### src/nested_irq_regs.vh
// Register offsets, field positions and reset values of the interrupt control
`ifndef NESTED_IRQ_REGS_VH
`define NESTED_IRQ_REGS_VH

// Register byte offsets
`define OFS_PENDING      8'h00
`define OFS_LEVEL_LO     8'h04
`define OFS_LEVEL_HI     8'h08
`define OFS_IN_SERVICE   8'h0c
`define OFS_REQ_LEVEL    8'h10
`define OFS_SRC_NUMBER   8'h14
`define OFS_FAST_CTRL    8'h18
`define OFS_SENSE_CTRL   8'h1c

// Source counts and field widths
`define NUM_EXT          8
`define NUM_SRC          16
`define LVL_W            3
`define SRC_W            4
`define LVL_FIELD_STRIDE 4

// Fast request control fields
`define FAST_PEND_BIT    0
`define FAST_MASK_BIT    1

// Reset values
`define RST_FAST_MASK    1'b0
`define RST_SENSE        8'h00
`define RST_LEVELS       48'h0000_0000_0000
`define RST_IN_SERVICE   8'h00

`endif

### src/nested_level_interrupt_control.v
// Nested level interrupt controller with fast request and APB registers
`timescale 1ns/1ps
`default_nettype none
`include "nested_irq_regs.vh"

// Functional notes
// - Request above all in-service levels loads level, asserts request.
// - Source-number read sets in-service bit of held level, drops request.
// - Higher level during service updates level register, reasserts request.
// - Fast request asserts its line regardless of in-service levels.
// - Writing one to fast pending flag clears it and the fast line.
// - Writing one to a pending bit clears that pending flag.
// - Fast pin sampled each edge; high-to-low sets fast pending flag.
// - Falling-edge sensed pins set pending flag on high-to-low sample.
// - Low-level sensed pins set pending flag on every low sample.
// - Pin requests take two cycles more than internal ones to reach flags.
// - Request line holds until taken, covering instruction completion wait.
// - Request line holds through the processor's two dummy fetches.
// - Masked or not-above-service pending flags produce no processor request.
// - Level zero blocks a source; one to seven enable, seven highest.
// - Highest level wins, ties to lowest source number; both registered.
module nested_level_interrupt_control
#(
    // Register map and arbitration are laid out for the default counts
    parameter NUM_EXT = 8,
    parameter NUM_INT = 8
)
(
    input  wire                 pclk,
    input  wire                 presetn,
    input  wire                 psel,
    input  wire                 penable,
    input  wire                 pwrite,
    input  wire [7:0]           paddr,
    input  wire [31:0]          pwdata,
    output wire                 pready,
    output reg  [31:0]          prdata,
    output reg                  pslverr,
    input  wire [NUM_EXT-1:0]   ext_request_pins_n,
    input  wire                 ext_fast_request_pin_n,
    input  wire [NUM_INT-1:0]   int_requests,
    output reg                  normal_exc_request_n,
    output reg                  fast_exc_request_n
);

    // ------------------------------------------------------------
    // Declarations
    // ------------------------------------------------------------
    reg  [7:0]                  ext_sync1_r;
    reg  [7:0]                  ext_sync2_r;
    reg  [7:0]                  ext_prev_r;
    reg                         fast_sync1_r;
    reg                         fast_sync2_r;
    reg                         fast_prev_r;

    reg  [15:0]                 pending_flag_regs_r;
    reg  [15:0]                 pending_nxt;
    reg  [47:0]                 level_r;
    reg  [7:0]                  in_service_levels_r;
    reg  [7:0]                  in_service_nxt;
    reg  [2:0]                  request_level_reg_r;
    reg  [3:0]                  source_number_reg_r;
    reg                         fast_pending_flag_r;
    reg                         fast_mask_r;
    reg  [7:0]                  sense_r;
    reg                         fast_pend_nxt;
    reg                         fast_mask_nxt;
    reg                         normal_nxt;

    reg  [2:0]                  top_service;
    reg  [2:0]                  best_lvl;
    reg  [3:0]                  best_src;
    reg                         any_eligible;
    reg  [2:0]                  cand_lvl;
    reg  [31:0]                 rd_mux;
    reg                         rd_hit;
    integer                     i;

    wire                        setup_ph;
    wire                        access_ph;
    wire                        wr_en;
    wire                        src_read;
    wire                        src_addr_busy;
    wire [7:0]                  ext_fall;
    wire [7:0]                  ext_set;
    wire [15:0]                 src_set;
    wire                        fast_fall;

    wire                        wr_pending;
    wire                        wr_level_lo;
    wire                        wr_level_hi;
    wire                        wr_in_service;
    wire                        wr_fast;
    wire                        wr_sense;

    // ------------------------------------------------------------
    // Helpers
    // ------------------------------------------------------------
    function [2:0] lvl_of;
        input [47:0] levels;
        input [3:0]  src;
        begin
            lvl_of = levels[src*`LVL_W +: `LVL_W];
        end
    endfunction

    function [31:0] pack_levels;
        input [23:0] lv;
        integer k;
        begin
            pack_levels = 32'h0000_0000;
            for (k = 0; k < 8; k = k + 1)
            begin
                pack_levels[k*`LVL_FIELD_STRIDE +: `LVL_W] =
                    lv[k*`LVL_W +: `LVL_W];
            end
        end
    endfunction

    function [23:0] unpack_levels;
        input [31:0] w;
        integer k;
        begin
            unpack_levels = 24'h00_0000;
            for (k = 0; k < 8; k = k + 1)
            begin
                unpack_levels[k*`LVL_W +: `LVL_W] =
                    w[k*`LVL_FIELD_STRIDE +: `LVL_W];
            end
        end
    endfunction

    // ------------------------------------------------------------
    // APB decode
    // ------------------------------------------------------------
    assign pready        = 1'b1;
    assign setup_ph      = psel & ~penable;
    assign access_ph     = psel & penable;
    assign wr_en         = access_ph & pwrite & ~pslverr;
    assign src_read      = access_ph & ~pwrite & (paddr == `OFS_SRC_NUMBER);
    assign src_addr_busy = psel & ~pwrite & (paddr == `OFS_SRC_NUMBER);

    assign wr_pending    = wr_en & (paddr == `OFS_PENDING);
    assign wr_level_lo   = wr_en & (paddr == `OFS_LEVEL_LO);
    assign wr_level_hi   = wr_en & (paddr == `OFS_LEVEL_HI);
    assign wr_in_service = wr_en & (paddr == `OFS_IN_SERVICE);
    assign wr_fast       = wr_en & (paddr == `OFS_FAST_CTRL);
    assign wr_sense      = wr_en & (paddr == `OFS_SENSE_CTRL);

    // ------------------------------------------------------------
    // Pin sampling
    // ------------------------------------------------------------
    always @(posedge pclk or negedge presetn)
    begin
        if (!presetn)
        begin
            ext_sync1_r  <= 8'hff;
            ext_sync2_r  <= 8'hff;
            ext_prev_r   <= 8'hff;
            fast_sync1_r <= 1'b1;
            fast_sync2_r <= 1'b1;
            fast_prev_r  <= 1'b1;
        end
        else
        begin
            ext_sync1_r  <= ext_request_pins_n;
            ext_sync2_r  <= ext_sync1_r;
            ext_prev_r   <= ext_sync2_r;
            fast_sync1_r <= ext_fast_request_pin_n;
            fast_sync2_r <= fast_sync1_r;
            fast_prev_r  <= fast_sync2_r;
        end
    end

    assign ext_fall  = ext_prev_r & ~ext_sync2_r;
    assign ext_set   = (sense_r & ~ext_sync2_r)
                     | (~sense_r & ext_fall);
    assign fast_fall = fast_prev_r & ~fast_sync2_r;
    assign src_set   = {int_requests, ext_set};

    // ------------------------------------------------------------
    // Arbitration
    // ------------------------------------------------------------
    always @*
    begin
        top_service  = 3'd0;
        best_lvl     = 3'd0;
        best_src     = 4'd0;
        any_eligible = 1'b0;
        cand_lvl     = 3'd0;
        for (i = 1; i < 8; i = i + 1)
        begin
            if (in_service_levels_r[i])
                top_service = i[2:0];
        end
        // Lowest source number has the higher fixed priority
        for (i = `NUM_SRC - 1; i >= 0; i = i - 1)
        begin
            cand_lvl = lvl_of(level_r, i[3:0]);
            if (pending_flag_regs_r[i] && (cand_lvl > top_service)
                && (cand_lvl != 3'd0)
                && (cand_lvl >= best_lvl))
            begin
                any_eligible = 1'b1;
                best_lvl     = cand_lvl;
                best_src     = i[3:0];
            end
        end
    end

    // ------------------------------------------------------------
    // Next-state of flags
    // ------------------------------------------------------------
    always @*
    begin
        pending_nxt = pending_flag_regs_r;
        if (wr_pending)
            pending_nxt = pending_nxt & ~pwdata[15:0];
        pending_nxt = pending_nxt | src_set;

        in_service_nxt = in_service_levels_r;
        if (wr_in_service)
            in_service_nxt = {pwdata[7:1], 1'b0};
        // Level zero never owns an in-service bit
        if (src_read && (request_level_reg_r != 3'd0))
            in_service_nxt[request_level_reg_r] = 1'b1;
    end

    // ------------------------------------------------------------
    // Fast flag and request lines
    // ------------------------------------------------------------
    always @*
    begin
        fast_mask_nxt = fast_mask_r;
        if (wr_fast)
            fast_mask_nxt = pwdata[`FAST_MASK_BIT];
        // Set wins over a simultaneous one-to-clear
        fast_pend_nxt = fast_pending_flag_r;
        if (fast_fall)
            fast_pend_nxt = 1'b1;
        else if (wr_fast && pwdata[`FAST_PEND_BIT])
            fast_pend_nxt = 1'b0;
    end

    // Held low until the source-number read takes it
    always @*
    begin
        if (src_read)
            normal_nxt = 1'b1;
        else
            normal_nxt = ~any_eligible;
    end

    // ------------------------------------------------------------
    // State registers
    // ------------------------------------------------------------
    always @(posedge pclk or negedge presetn)
    begin
        if (!presetn)
        begin
            pending_flag_regs_r  <= 16'h0000;
            level_r              <= `RST_LEVELS;
            in_service_levels_r  <= `RST_IN_SERVICE;
            request_level_reg_r  <= 3'd0;
            source_number_reg_r  <= 4'd0;
            fast_pending_flag_r  <= 1'b0;
            fast_mask_r          <= `RST_FAST_MASK;
            sense_r              <= `RST_SENSE;
            normal_exc_request_n <= 1'b1;
            fast_exc_request_n   <= 1'b1;
        end
        else
        begin
            pending_flag_regs_r <= pending_nxt;
            in_service_levels_r <= in_service_nxt;
            if (wr_level_lo)
                level_r[23:0] <= unpack_levels(pwdata);
            if (wr_level_hi)
                level_r[47:24] <= unpack_levels(pwdata);
            if (wr_sense)
                sense_r <= pwdata[7:0];
            fast_mask_r         <= fast_mask_nxt;
            fast_pending_flag_r <= fast_pend_nxt;
            // Level and number stay frozen while software reads the source number
            if (any_eligible && !src_addr_busy)
            begin
                request_level_reg_r <= best_lvl;
                source_number_reg_r <= best_src;
            end
            normal_exc_request_n <= normal_nxt;
            fast_exc_request_n   <= ~(fast_pend_nxt
                                      & ~fast_mask_nxt);
        end
    end

    // ------------------------------------------------------------
    // Read data
    // ------------------------------------------------------------
    always @*
    begin
        rd_mux = 32'h0000_0000;
        rd_hit = 1'b1;
        case (paddr)
            `OFS_PENDING:    rd_mux = {16'h0000, pending_flag_regs_r};
            `OFS_LEVEL_LO:   rd_mux = pack_levels(level_r[23:0]);
            `OFS_LEVEL_HI:   rd_mux = pack_levels(level_r[47:24]);
            `OFS_IN_SERVICE: rd_mux = {24'h00_0000, in_service_levels_r};
            `OFS_REQ_LEVEL:  rd_mux = {29'h0000_0000, request_level_reg_r};
            `OFS_SRC_NUMBER: rd_mux = {28'h000_0000, source_number_reg_r};
            `OFS_FAST_CTRL:  rd_mux = {30'h0000_0000, fast_mask_r,
                                       fast_pending_flag_r};
            `OFS_SENSE_CTRL: rd_mux = {24'h00_0000, sense_r};
            default:         rd_hit = 1'b0;
        endcase
    end

    // Captured in the setup phase, presented through the access phase
    always @(posedge pclk or negedge presetn)
    begin
        if (!presetn)
        begin
            prdata  <= 32'h0000_0000;
            pslverr <= 1'b0;
        end
        else if (setup_ph)
        begin
            prdata  <= pwrite ? 32'h0000_0000 : rd_mux;
            pslverr <= ~rd_hit;
        end
        else if (!psel)
        begin
            prdata  <= 32'h0000_0000;
            pslverr <= 1'b0;
        end
    end

endmodule
`default_nettype wire

### config.mk
export PLATFORM = sky130hd
export DESIGN_NAME = nested_level_interrupt_control
export DESIGN_NICKNAME = d
export VERILOG_FILES = /design/src/nested_level_interrupt_control.v
export VERILOG_INCLUDE_DIRS = /design/src
export SDC_FILE = /design/constraint.sdc
export NUM_CORES = 1
export LEC_CHECK = 0
export BUFFER_PORTS_ARGS = -buffer_cell sky130_fd_sc_hd__buf_4
export CAP_MARGIN = 10
export CORE_UTILIZATION = 40
export CTS_CLUSTER_DIAMETER = 50
export CTS_CLUSTER_SIZE = 14
export DETAILED_ROUTE_END_ITERATION = 6
export GPL_ROUTABILITY_DRIVEN = 0
export SLEW_MARGIN = 15
export SYNTH_ARGS = -nofsm -noshare
export SYNTH_HDL_FRONTEND = slang
export SYNTH_SLANG_ARGS = --single-unit
### constraint.sdc
create_clock -name pclk -period 28.7 [get_ports pclk]
set_clock_uncertainty 0.1 [all_clocks]
set_input_delay 0 -clock pclk [delete_from_list [all_inputs] [get_ports pclk]]
set_output_delay 0 -clock pclk [all_outputs]
set_load 0.02 [all_outputs]
==> metrics.txt, run 1 <==
CP Max Fanout 9; Die ar. ~25000 um2; largest net degree at the start of global routing 78; register area between 3000 and 4000 um2; Hold Worst Slack ~0.062 ns; Synth Flop Type dfrtp_1; Post-synth EDFFs 0; Setup crit end kind flip-flop; Starting Density 0.412; Initial DRT Pass Iterations 5; final number of setup-violating endpoints 0; I/O Buffers just under 90; Die X 158 um; Mapped Area roughly 9800 um2; Sw Pwr 292 uW; Tcrit/Tclk final 0.886; Root Buffer clkbuf_16; critical path arrival ~26 ns; Critical Path Source Type flip-flop; power density cells 66.2 nW/um2; Leak 5.29 nW; Syn. warnings 0; Most common cell on crit path ha_1; GRT Overall Usage 0.252; Nets between 1k and 1.5k; CTS Buffer Depth 2; placed cell area about 11000 um2; outcome finished, final reports clean; Gate Count Post-Synth approximately 1.0k; area grow syn2layout 22.3%; site row count between 50 and 60; total gr overflow 0; Rel. slew slack 0.168; CTS tree done; Max H-tree Level 4; CTS Buf Count 17; Max Cap Violations 0; post-layout util 0.504; Comb pwr share 0.414; core area ~24000 um2; post-route setup TNS 0 ns; Avg Inst Size Synth around 9.3 um2; diodes inserted 0; Net Sw Frac 0.370; number of setup buffers added after CTS 0; Crit path largest cell delay about 0.56 ns; Via density around 5.7; RSZ-0062 raised after global routing false; Pint 498 uW; final slew viol count 0; post-layout min period 25.43 ns; fmax 39.3 MHz; multi-input logic area between 5000 and 6000 um2; io pins between 90 and 100; worst skew pair latency 0.43 ns; vias in the first global route about 8.4k; die height 158 um; antenna violations before repair 0; Via Count between 8k and 9k; worst slew pin tran roughly 1.2 ns; layout cells sized above 1 0.210; dominant cell type by area after synthesis dfrtp_1; post-synthesis sequential area ratio 0.381; Tot Pwr roughly 790 uW; Yosys top cell area share 0.303; Worst Hold Class input pin to async pin; CTS sink cnt roughly 150; Synth area leaders dfrtp_1, ha_1, dfstp_2, mux2_2, nand2_1; wire per inst 19.7 um; Fillers between 2k and 2.5k; first-pass GRT wire length approximately 47000 um; Max stage delay cell, worst path a31oi_1; Placed Cells around 1.4k; Post-Layout Cell Count about 1.5k; residual DRC count 0; Yosys reg bits around 150; DR iter-0 viols roughly 560; clock power share 0.298; critical path class flip-flop to flip-flop; DRT Wirelength between 20000 and 30000 um; ANT nets after route 0; Final Hold Viols 0; Final HPWL DP around 21000 um; Async SR Flop Fraction 1.00; Max IR drop VDD between 0.04 and 0.05 mV; Reg power frac 0.288; clock-pin slew on the worst setup and hold paths around 0.070 ns; CP required about 29 ns; post-synth cell types 95; pre-CTS WS 3.61 ns; fin area 11900 um2; Final WS setup 3.27 ns
==> registers in the layout (all words and copies together), names as in the netlist <==
register,flops
fast_prev_r,1
source_number_reg_r,4
ext_sync1_r,8
fast_mask_r,1
fast_pending_flag_r,1
fast_exc_request_n,1
pending_flag_regs_r,16
request_level_reg_r,3
level_r,48
ext_sync2_r,8
fast_sync2_r,1
pslverr,1
normal_exc_request_n,1
prdata,28
ext_prev_r,8
in_service_levels_r,8
sense_r,8
fast_sync1_r,1
==> placed cells by master (no fill, tap or decap), types with 6 or more instances in the layout <==
| cell | instances |
|---|---|
| nor2_1 | 59 |
| a22oi_1 | 23 |
| o31ai_1 | 13 |
| dfrtp_1 | 118 |
| a21o_1 | 18 |
| o211ai_1 | 14 |
| a221oi_1 | 6 |
| nand2b_1 | 27 |
| a21oi_1 | 42 |
| mux2i_1 | 10 |
| mux2_2 | 53 |
| o221ai_1 | 6 |
| o21ai_0 | 89 |
| inv_1 | 63 |
| ha_1 | 66 |
| nor2b_1 | 6 |
| and2_1 | 19 |
| nor3_1 | 12 |
| dfstp_2 | 29 |
| a211oi_1 | 6 |
| o21a_1 | 11 |
| xnor2_1 | 8 |
| and3_1 | 10 |
| nor4_1 | 6 |
| dlygate4sd3_1 | 58 |
| a31oi_1 | 23 |
| nand2_1 | 125 |
| buf_4 | 100 |
| o2111ai_1 | 6 |
| clkbuf_16 | 17 |
| nand3_1 | 16 |
==> critical path: cells and delay by family (launching register included) <==
kind | cells | cell delay [ns]
buffers and inverters | 7 | 0.70
AOI/OAI and AO/OA | 45 | 10.98
adders and majority gates | 18 | 5.05
and+or+nand+nor | 37 | 6.44
DFF | 1 | 0.50
muxes | 4 | 1.53
==> final cells by class <==
cell class | instances | area share
multi-input cells | 796 | 0.471
well taps | 319 | 0.0334
flip-flops and latches | 147 | 0.311
clock buffers | 17 | 0.0356
clock inverters | 15 | 0.0157
inverters | 64 | 0.0201
repair buffers | 159 | 0.112
==> per-layer routing <==
layer | vias up | part of all wire | GRT usage
li1 | 4149 | - | -
met1 | 4175 | 0.46 | 0.331
met2 | 219 | 0.47 | 0.417
met3 | 52 | 0.040 | 0.0367
met4 | 0 | 0.026 | 0.0943
met5 | - | 0 | 0
==> synthesized netlist by cell type, types with 23 or more instances <==
| cell | instances |
|---|---|
| a21oi_1 | 42 |
| mux2_2 | 53 |
| dfstp_2 | 29 |
| dfrtp_1 | 118 |
| clkbuf_1 | 26 |
| a31oi_1 | 23 |
| nand2b_1 | 27 |
| nand2_1 | 125 |
| inv_1 | 63 |
| a22oi_1 | 23 |
| o21ai_0 | 89 |
| nor2_1 | 59 |
| ha_1 | 66 |
==> kinds of logic after synthesis <==
logic type | Yosys count | synth area share
and+or+nand+nor | 313 | 0.153
DFF | 147 | 0.381
buffers and inverters | 106 | 0.0457
xor gates and xnor gates | 8 | 0.00718
muxes | 66 | 0.0776
adders and majority gates | 70 | 0.0889
other | 2 | 0.000770
AOI/OAI and AO/OA | 334 | 0.246
==> power by group through the flow <==
stage / combinational, mW / clock [mW] / sequential (mW)
floorplan: 0.239 / 0 / 0.227
detailed placement: 0.321 / 0 / 0.230
CTS: 0.327 / 0.240 / 0.227
finish: 0.327 / 0.236 / 0.227
global placement: 0.314 / 0 / 0.230
global route: 0.363 / 0.250 / 0.228
==> final timing paths <==
check | cells past startpoint | startpoint | endpoint | slack, ns
worst max register to register | 111 | in_service_levels_r[7] | source_number_reg_r[1] | 3.27
worst max-delay path | 111 | in_service_levels_r[7] | source_number_reg_r[1] | 3.27
min in group pclk | 6 | paddr[6] | fast_mask_r | 0.09
worst min-delay path | 2 | presetn | level_r[47] | 0.06
max in group asynchronous | 3 | presetn | level_r[5] | 26.95
worst min register to register | 0 | ext_sync1_r[3] | ext_sync2_r[3] | 0.25
==> what timing repair did <==
item	4_1_cts	5_1_grt
hold buffers	58	0
resized for setup	0	0
hold endpoints to repair	166	0
Power figures use the tool's default switching activity.
==> inputs of run 2 (changes only) <==
--- a/config.mk
+++ b/config.mk
@@ -6,12 +6,12 @@
 export SDC_FILE = /design/constraint.sdc
 export NUM_CORES = 1
 export LEC_CHECK = 0
-export BUFFER_PORTS_ARGS = -buffer_cell sky130_fd_sc_hd__buf_4
 export CAP_MARGIN = 10
 export CORE_UTILIZATION = 40
 export CTS_CLUSTER_DIAMETER = 50
 export CTS_CLUSTER_SIZE = 14
 export DETAILED_ROUTE_END_ITERATION = 6
+export DONT_BUFFER_PORTS = 1
 export GPL_ROUTABILITY_DRIVEN = 0
 export SLEW_MARGIN = 15
 export SYNTH_ARGS = -nofsm -noshare
==> metrics.txt, run 2 (same netlist as run 1, synthesis figures left out) <==
DRT Wirelength 29900 um (+0.31%); Setup crit end kind flip-flop; Max IR drop VDD 0.0431 mV (+3.3%); worst skew pair latency 0.43 ns (about the same); outcome finished, final reports clean; Fillers 2236 (+0.090%); hold endpoint fast_sync1_r; Via Count 8543 (-0.61%); CP Max Fanout 16 (+7); fmax 38.8 MHz (-1.2%); Critical Path Source Type flip-flop; wire per inst 20.4 um (+4.0%); Via density 5.84 (+3.1%); Max stage delay cell, worst path a31oi_1; power density cells 67.7 nW/um2 (+2.2%); GRT Overall Usage 0.252 (+0.000367); area grow syn2layout 19.3%; r2r startpoint in_service_levels_r[6]; CTS Buf Count 17 (unchanged); first-pass GRT wire length 47200 um (+0.19%); RR Endpoint source_number_reg_r[1]; largest reg by FF count level_r; I/O Buffers 0 (-100%); clock-pin slew on the worst setup and hold paths 0.07 ns (about the same); worst reg-to-reg path cell count 112 (+0.90%); most frequent cells in the layout nand2_1, dfrtp_1, dlygate4sd3_1; CP required 28.92 ns (about the same); Final Hold Viols 0 (unchanged); Crit path largest cell delay 0.53 ns (-0.03 ns); antenna violations before repair 0 (unchanged); critical path arrival 25.97 ns (+0.32 ns); Starting Density 0.412 (unchanged); residual DRC count 0 (unchanged); CP startpoint in_service_levels_r[6]; Nets 1259 (-4.1%); Max Cap Violations 0 (unchanged); site row count 56 (unchanged); DR iter-0 viols 575 (+2.5%); Max H-tree Level 4 (unchanged); final number of setup-violating endpoints 0 (unchanged); post-layout min period 25.75 ns (+0.321 ns); Die X 158 um (unchanged); CTS Buffer Depth 2 (unchanged); Final HPWL DP 21000 um (-1.9%); Leak 4.94 nW (-6.6%); diodes inserted 0 (unchanged); vias in the first global route 8428 (+0.33%); hold path startpoint ext_fast_request_pin_n; biggest regs level_r (48), prdata (28), pending_flag_regs_r (16); commonest non-fill, non-tap cell in the layout nand2_1; Tcrit/Tclk final 0.897 (+0.0112); layout cells sized above 1 0.145 (-0.0652); number of flip-flops in the largest register 48 (unchanged); Rel. slew slack 0.369 (+0.201); Hold Path Depth 1; reg-to-reg slack, setup 2.95 ns (-0.32 ns); io pins 98 (unchanged); largest net degree at the start of global routing 148 (+90%); Tot Pwr 788 uW (-0.32%); ANT nets after route 0 (unchanged); final slew viol count 0 (unchanged); Root Buffer clkbuf_16; Most common cell on crit path ha_1; CTS tree done; Post-CTS Resized 0 (unchanged); RSZ-0062 raised after global routing false; CTS sink cnt 147 (unchanged); die height 158 um (unchanged); total gr overflow 0 (unchanged); Hold Worst Slack 0.0127 ns (-0.0492 ns); post-route setup TNS 0 ns (unchanged); worst slew pin tran 0.943 ns (-0.301 ns); Initial DRT Pass Iterations 5 (unchanged); core area 23700 um2 (unchanged); Die ar. 25000 um2 (unchanged); Worst Hold Class input pin to flip-flop; critical path class flip-flop to flip-flop
run 2: changes by cell type in the layout (fill, tap and decap cells not counted), moves of 2 or more:
cell           delta
buf_4            -86
dlygate4sd3_1    +32
inv_6             +3
inv_8             -2
run 2: power breakdown:
| part | internal, mW | total [mW] | switching (mW) |
|---|---|---|---|
| Combinational | 0.144 | 0.321 | 0.177 |
| Clock | 0.137 | 0.239 | 0.102 |
| Sequential | 0.219 | 0.228 | 0.00886 |
run 2: cell type report:
type / instances / area [um2] / area share
well taps: 319 / 399 / 0.0343
clock inverters: 14 / 178 / 0.0153
flip-flops and latches: 147 / 3710 / 0.319
multi-input cells: 796 / 5620 / 0.483
clock buffers: 18 / 450 / 0.0387
repair buffers: 105 / 1030 / 0.0888
inverters: 64 / 240 / 0.0206
run 2: through the flow:
stage	util	instances	worst slack (ns)	instance area, um2
3_5_place_dp	0.426	1340	3.16	10100
2_1_floorplan	-	1049	5.20	9770
6_report	0.491	1463	2.95	11600
5_1_grt	0.491	1463	1.00	11600
3_3_place_gp	0.426	1340	3.45	10100
4_1_cts	0.490	1461	3.02	11600
run 2: worst max-delay path, delay by kind of cell (launching register included):
family          cells  cell delay [ns]
simple gates       37             6.40
flops               1             0.45
buf+inv             8             1.00
compound gates     45            10.99
mux                 4             1.52
fa+ha+maj          18             5.10
run 2: how the worst max path moves through the flow:
stage                     slack (ns)                endpoint
after floorplan                 5.20  source_number_reg_r[1]
after global placement          3.45  source_number_reg_r[1]
after detailed placement        3.16  source_number_reg_r[1]
after CTS                       3.02  source_number_reg_r[1]
after global routing            1.00  source_number_reg_r[1]
final                           2.95  source_number_reg_r[1]
run 2: repair_timing:
item                                   in CTS  in global routing
setup buffers                               0                  0
hold buffers                               89                  2
endpoints found under the hold margin     254                  2
run 2: layer usage:
metal | track usage | vias to the layer above | wire length, um
li1 | - | 4048 | -
met1 | 0.329 | 4101 | 12900
met2 | 0.417 | 339 | 14000
met3 | 0.0422 | 55 | 2110
met4 | 0.0902 | 0 | 868
met5 | 0 | - | 0
==> inputs of run 3 (changes only) <==
--- a/config.mk
+++ b/config.mk
@@ -8,6 +8,7 @@
 export LEC_CHECK = 0
 export CAP_MARGIN = 10
 export CORE_UTILIZATION = 40
+export CTS_BUF_LIST = sky130_fd_sc_hd__clkbuf_2 sky130_fd_sc_hd__clkbuf_4 sky130_fd_sc_hd__clkbuf_8
 export CTS_CLUSTER_DIAMETER = 50
 export CTS_CLUSTER_SIZE = 14
 export DETAILED_ROUTE_END_ITERATION = 6
==> metrics.txt, run 3 (same netlist as run 1, synthesis figures left out) <==
biggest regs level_r (48), prdata (28), pending_flag_regs_r (16); Reg power frac 0.310 (+0.021); Leak 4.87 nW (-1.4%); Nets 1261 (+0.16%); vias in the first global route 8416 (-0.14%); largest net degree at the start of global routing 148 (unchanged); Via Count 8500 (-0.50%); Initial DRT Pass Iterations 5 (unchanged); Rel. slew slack 0.309 (-0.0603); largest reg by FF count level_r; worst slew pin tran 1.03 ns (+0.0901 ns); commonest non-fill, non-tap cell in the layout nand2_1; Crit path largest cell delay 0.53 ns (about the same); diodes inserted 0 (unchanged); placed cell area 10100 um2 (unchanged); CTS tree done; Placed Cells 1340 (unchanged); outcome finished, final reports clean; power density cells 64.0 nW/um2 (-5.5%); number of setup buffers added after CTS 0 (unchanged); CTS Buf Count 17 (unchanged); Sw Pwr 282 uW (-2.2%); Max stage delay cell, worst path a31oi_1; post-layout util 0.484 (-0.00703); layout cells sized above 1 0.145 (-0.000253); Final HPWL DP 21000 um (unchanged); number of flip-flops in the largest register 48 (unchanged); CTS sink cnt 147 (unchanged); core area 23700 um2 (unchanged); ANT nets after route 0 (unchanged); I/O Buffers 0 (unchanged); io pins 98 (unchanged); RSZ-0062 raised after global routing false; Die X 158 um (unchanged); Die ar. 25000 um2 (unchanged); clock-pin slew on the worst setup and hold paths 0.10 ns (+0.03 ns); area grow syn2layout 17.5%; Fillers 2261 (+1.1%); Critical Path Source Type flip-flop; die height 158 um (unchanged); post-layout min period 25.75 ns (+0.00627 ns); Max Cap Violations 0 (unchanged); Worst Hold Class input pin to flip-flop; CTS Buffer Depth 2 (unchanged); DRT Wirelength 29900 um (+0.13%); post-route setup TNS 0 ns (unchanged); first-pass GRT wire length 47100 um (-0.10%); final slew viol count 0 (unchanged); antenna violations before repair 0 (unchanged); CP Max Fanout 16 (unchanged); wire per inst 20.4 um (about the same); clock power share 0.252 (-0.052); Via density 5.80 (-0.64%); multi-input logic area 5620 um2 (unchanged); Hold Worst Slack 0.0357 ns (+0.0230 ns); CP required 28.96 ns (+0.04 ns); total gr overflow 0 (unchanged); Root Buffer clkbuf_8; Post-Layout Cell Count 1465 (+0.14%); pre-CTS WS 3.16 ns (unchanged); Final WS setup 2.95 ns (-0.00627 ns); site row count 56 (unchanged); critical path arrival 26.01 ns (+0.04 ns); Most common cell on crit path ha_1; Final Hold Viols 0 (unchanged); worst skew pair latency 0.47 ns (+0.04 ns); Tot Pwr 734 uW (-6.8%); most frequent cells in the layout nand2_1, dfrtp_1, dlygate4sd3_1; register area 3710 um2 (unchanged); Starting Density 0.412 (unchanged); critical path class flip-flop to flip-flop; GRT Overall Usage 0.252 (about the same); DR iter-0 viols 663 (+15%); Setup crit end kind flip-flop; Max IR drop VDD 0.0512 mV (+19%); fin area 11500 um2 (-1.4%); Net Sw Frac 0.384 (+0.0180); Comb pwr share 0.439 (+0.032); Max H-tree Level 4 (unchanged); fmax 38.8 MHz (about the same); Tcrit/Tclk final 0.897 (about the same); final number of setup-violating endpoints 0 (unchanged); residual DRC count 0 (unchanged); Pint 452 uW (-9.5%)
-- run 3: cell types whose count changed in the layout (fill, tap and decap cells not counted), sizes merged --
| cell | previous run | this run |
|---|---|---|
| dlygate4sd3 | 90 | 92 |
| bufinv | 2 | 3 |
| clkbuf | 18 | 17 |
-- run 3: critical path, delay by kind of cell (launching register included) --
family / cells / cell delay, ns
mux: 4 / 1.52
flops: 1 / 0.47
buf+inv: 8 / 1.00
fa+ha+maj: 18 / 5.10
compound gates: 45 / 10.98
simple gates: 37 / 6.40
-- run 3: final timing paths --
check / start / endpoint / cells after the start / slack [ns]
worst max-delay path: in_service_levels_r[7] / source_number_reg_r[1] / 112 / 2.95
worst min-delay path: penable / prdata[8] / 4 / 0.04
worst max register to register: in_service_levels_r[7] / source_number_reg_r[1] / 112 / 2.95
worst min register to register: ext_sync1_r[7] / ext_sync2_r[7] / 0 / 0.26
max in group asynchronous: presetn / prdata[15] / 2 / 27.78
min in group asynchronous: presetn / level_r[23] / 2 / 0.06
-- run 3: per-layer routing --
layer  part of all wire  track usage  vias to the layer above
li1                   -            -                     4053
met1               0.44        0.329                     4092
met2               0.46        0.411                      298
met3              0.064       0.0460                       57
met4              0.031       0.0994                        0
met5                  0            0                        -
-- run 3: timing repair --
item / 4_1_cts / 5_1_grt
hold buffers: 93 / 0
setup endpoints to repair: 0 / 0
endpoints found under the hold margin: 257 / 0
gates resized for setup: 0 / 0
-- run 3: layout make-up --
cell class	count	area share
inverters	64	0.0209
clock inverters	15	0.0181
clock buffers	17	0.0204
flip-flops and latches	147	0.324
repair buffers	107	0.0919
multi-input cells	796	0.490
well taps	319	0.0348
-- run 3: power by group through the flow --
stage / Combinational (mW) / Clock, mW / Sequential [mW]
CTS: 0.323 / 0.189 / 0.227
floorplan: 0.239 / 0 / 0.227
global route: 0.362 / 0.197 / 0.228
global placement: 0.300 / 0 / 0.231
finish: 0.322 / 0.185 / 0.227
detailed placement: 0.307 / 0 / 0.231
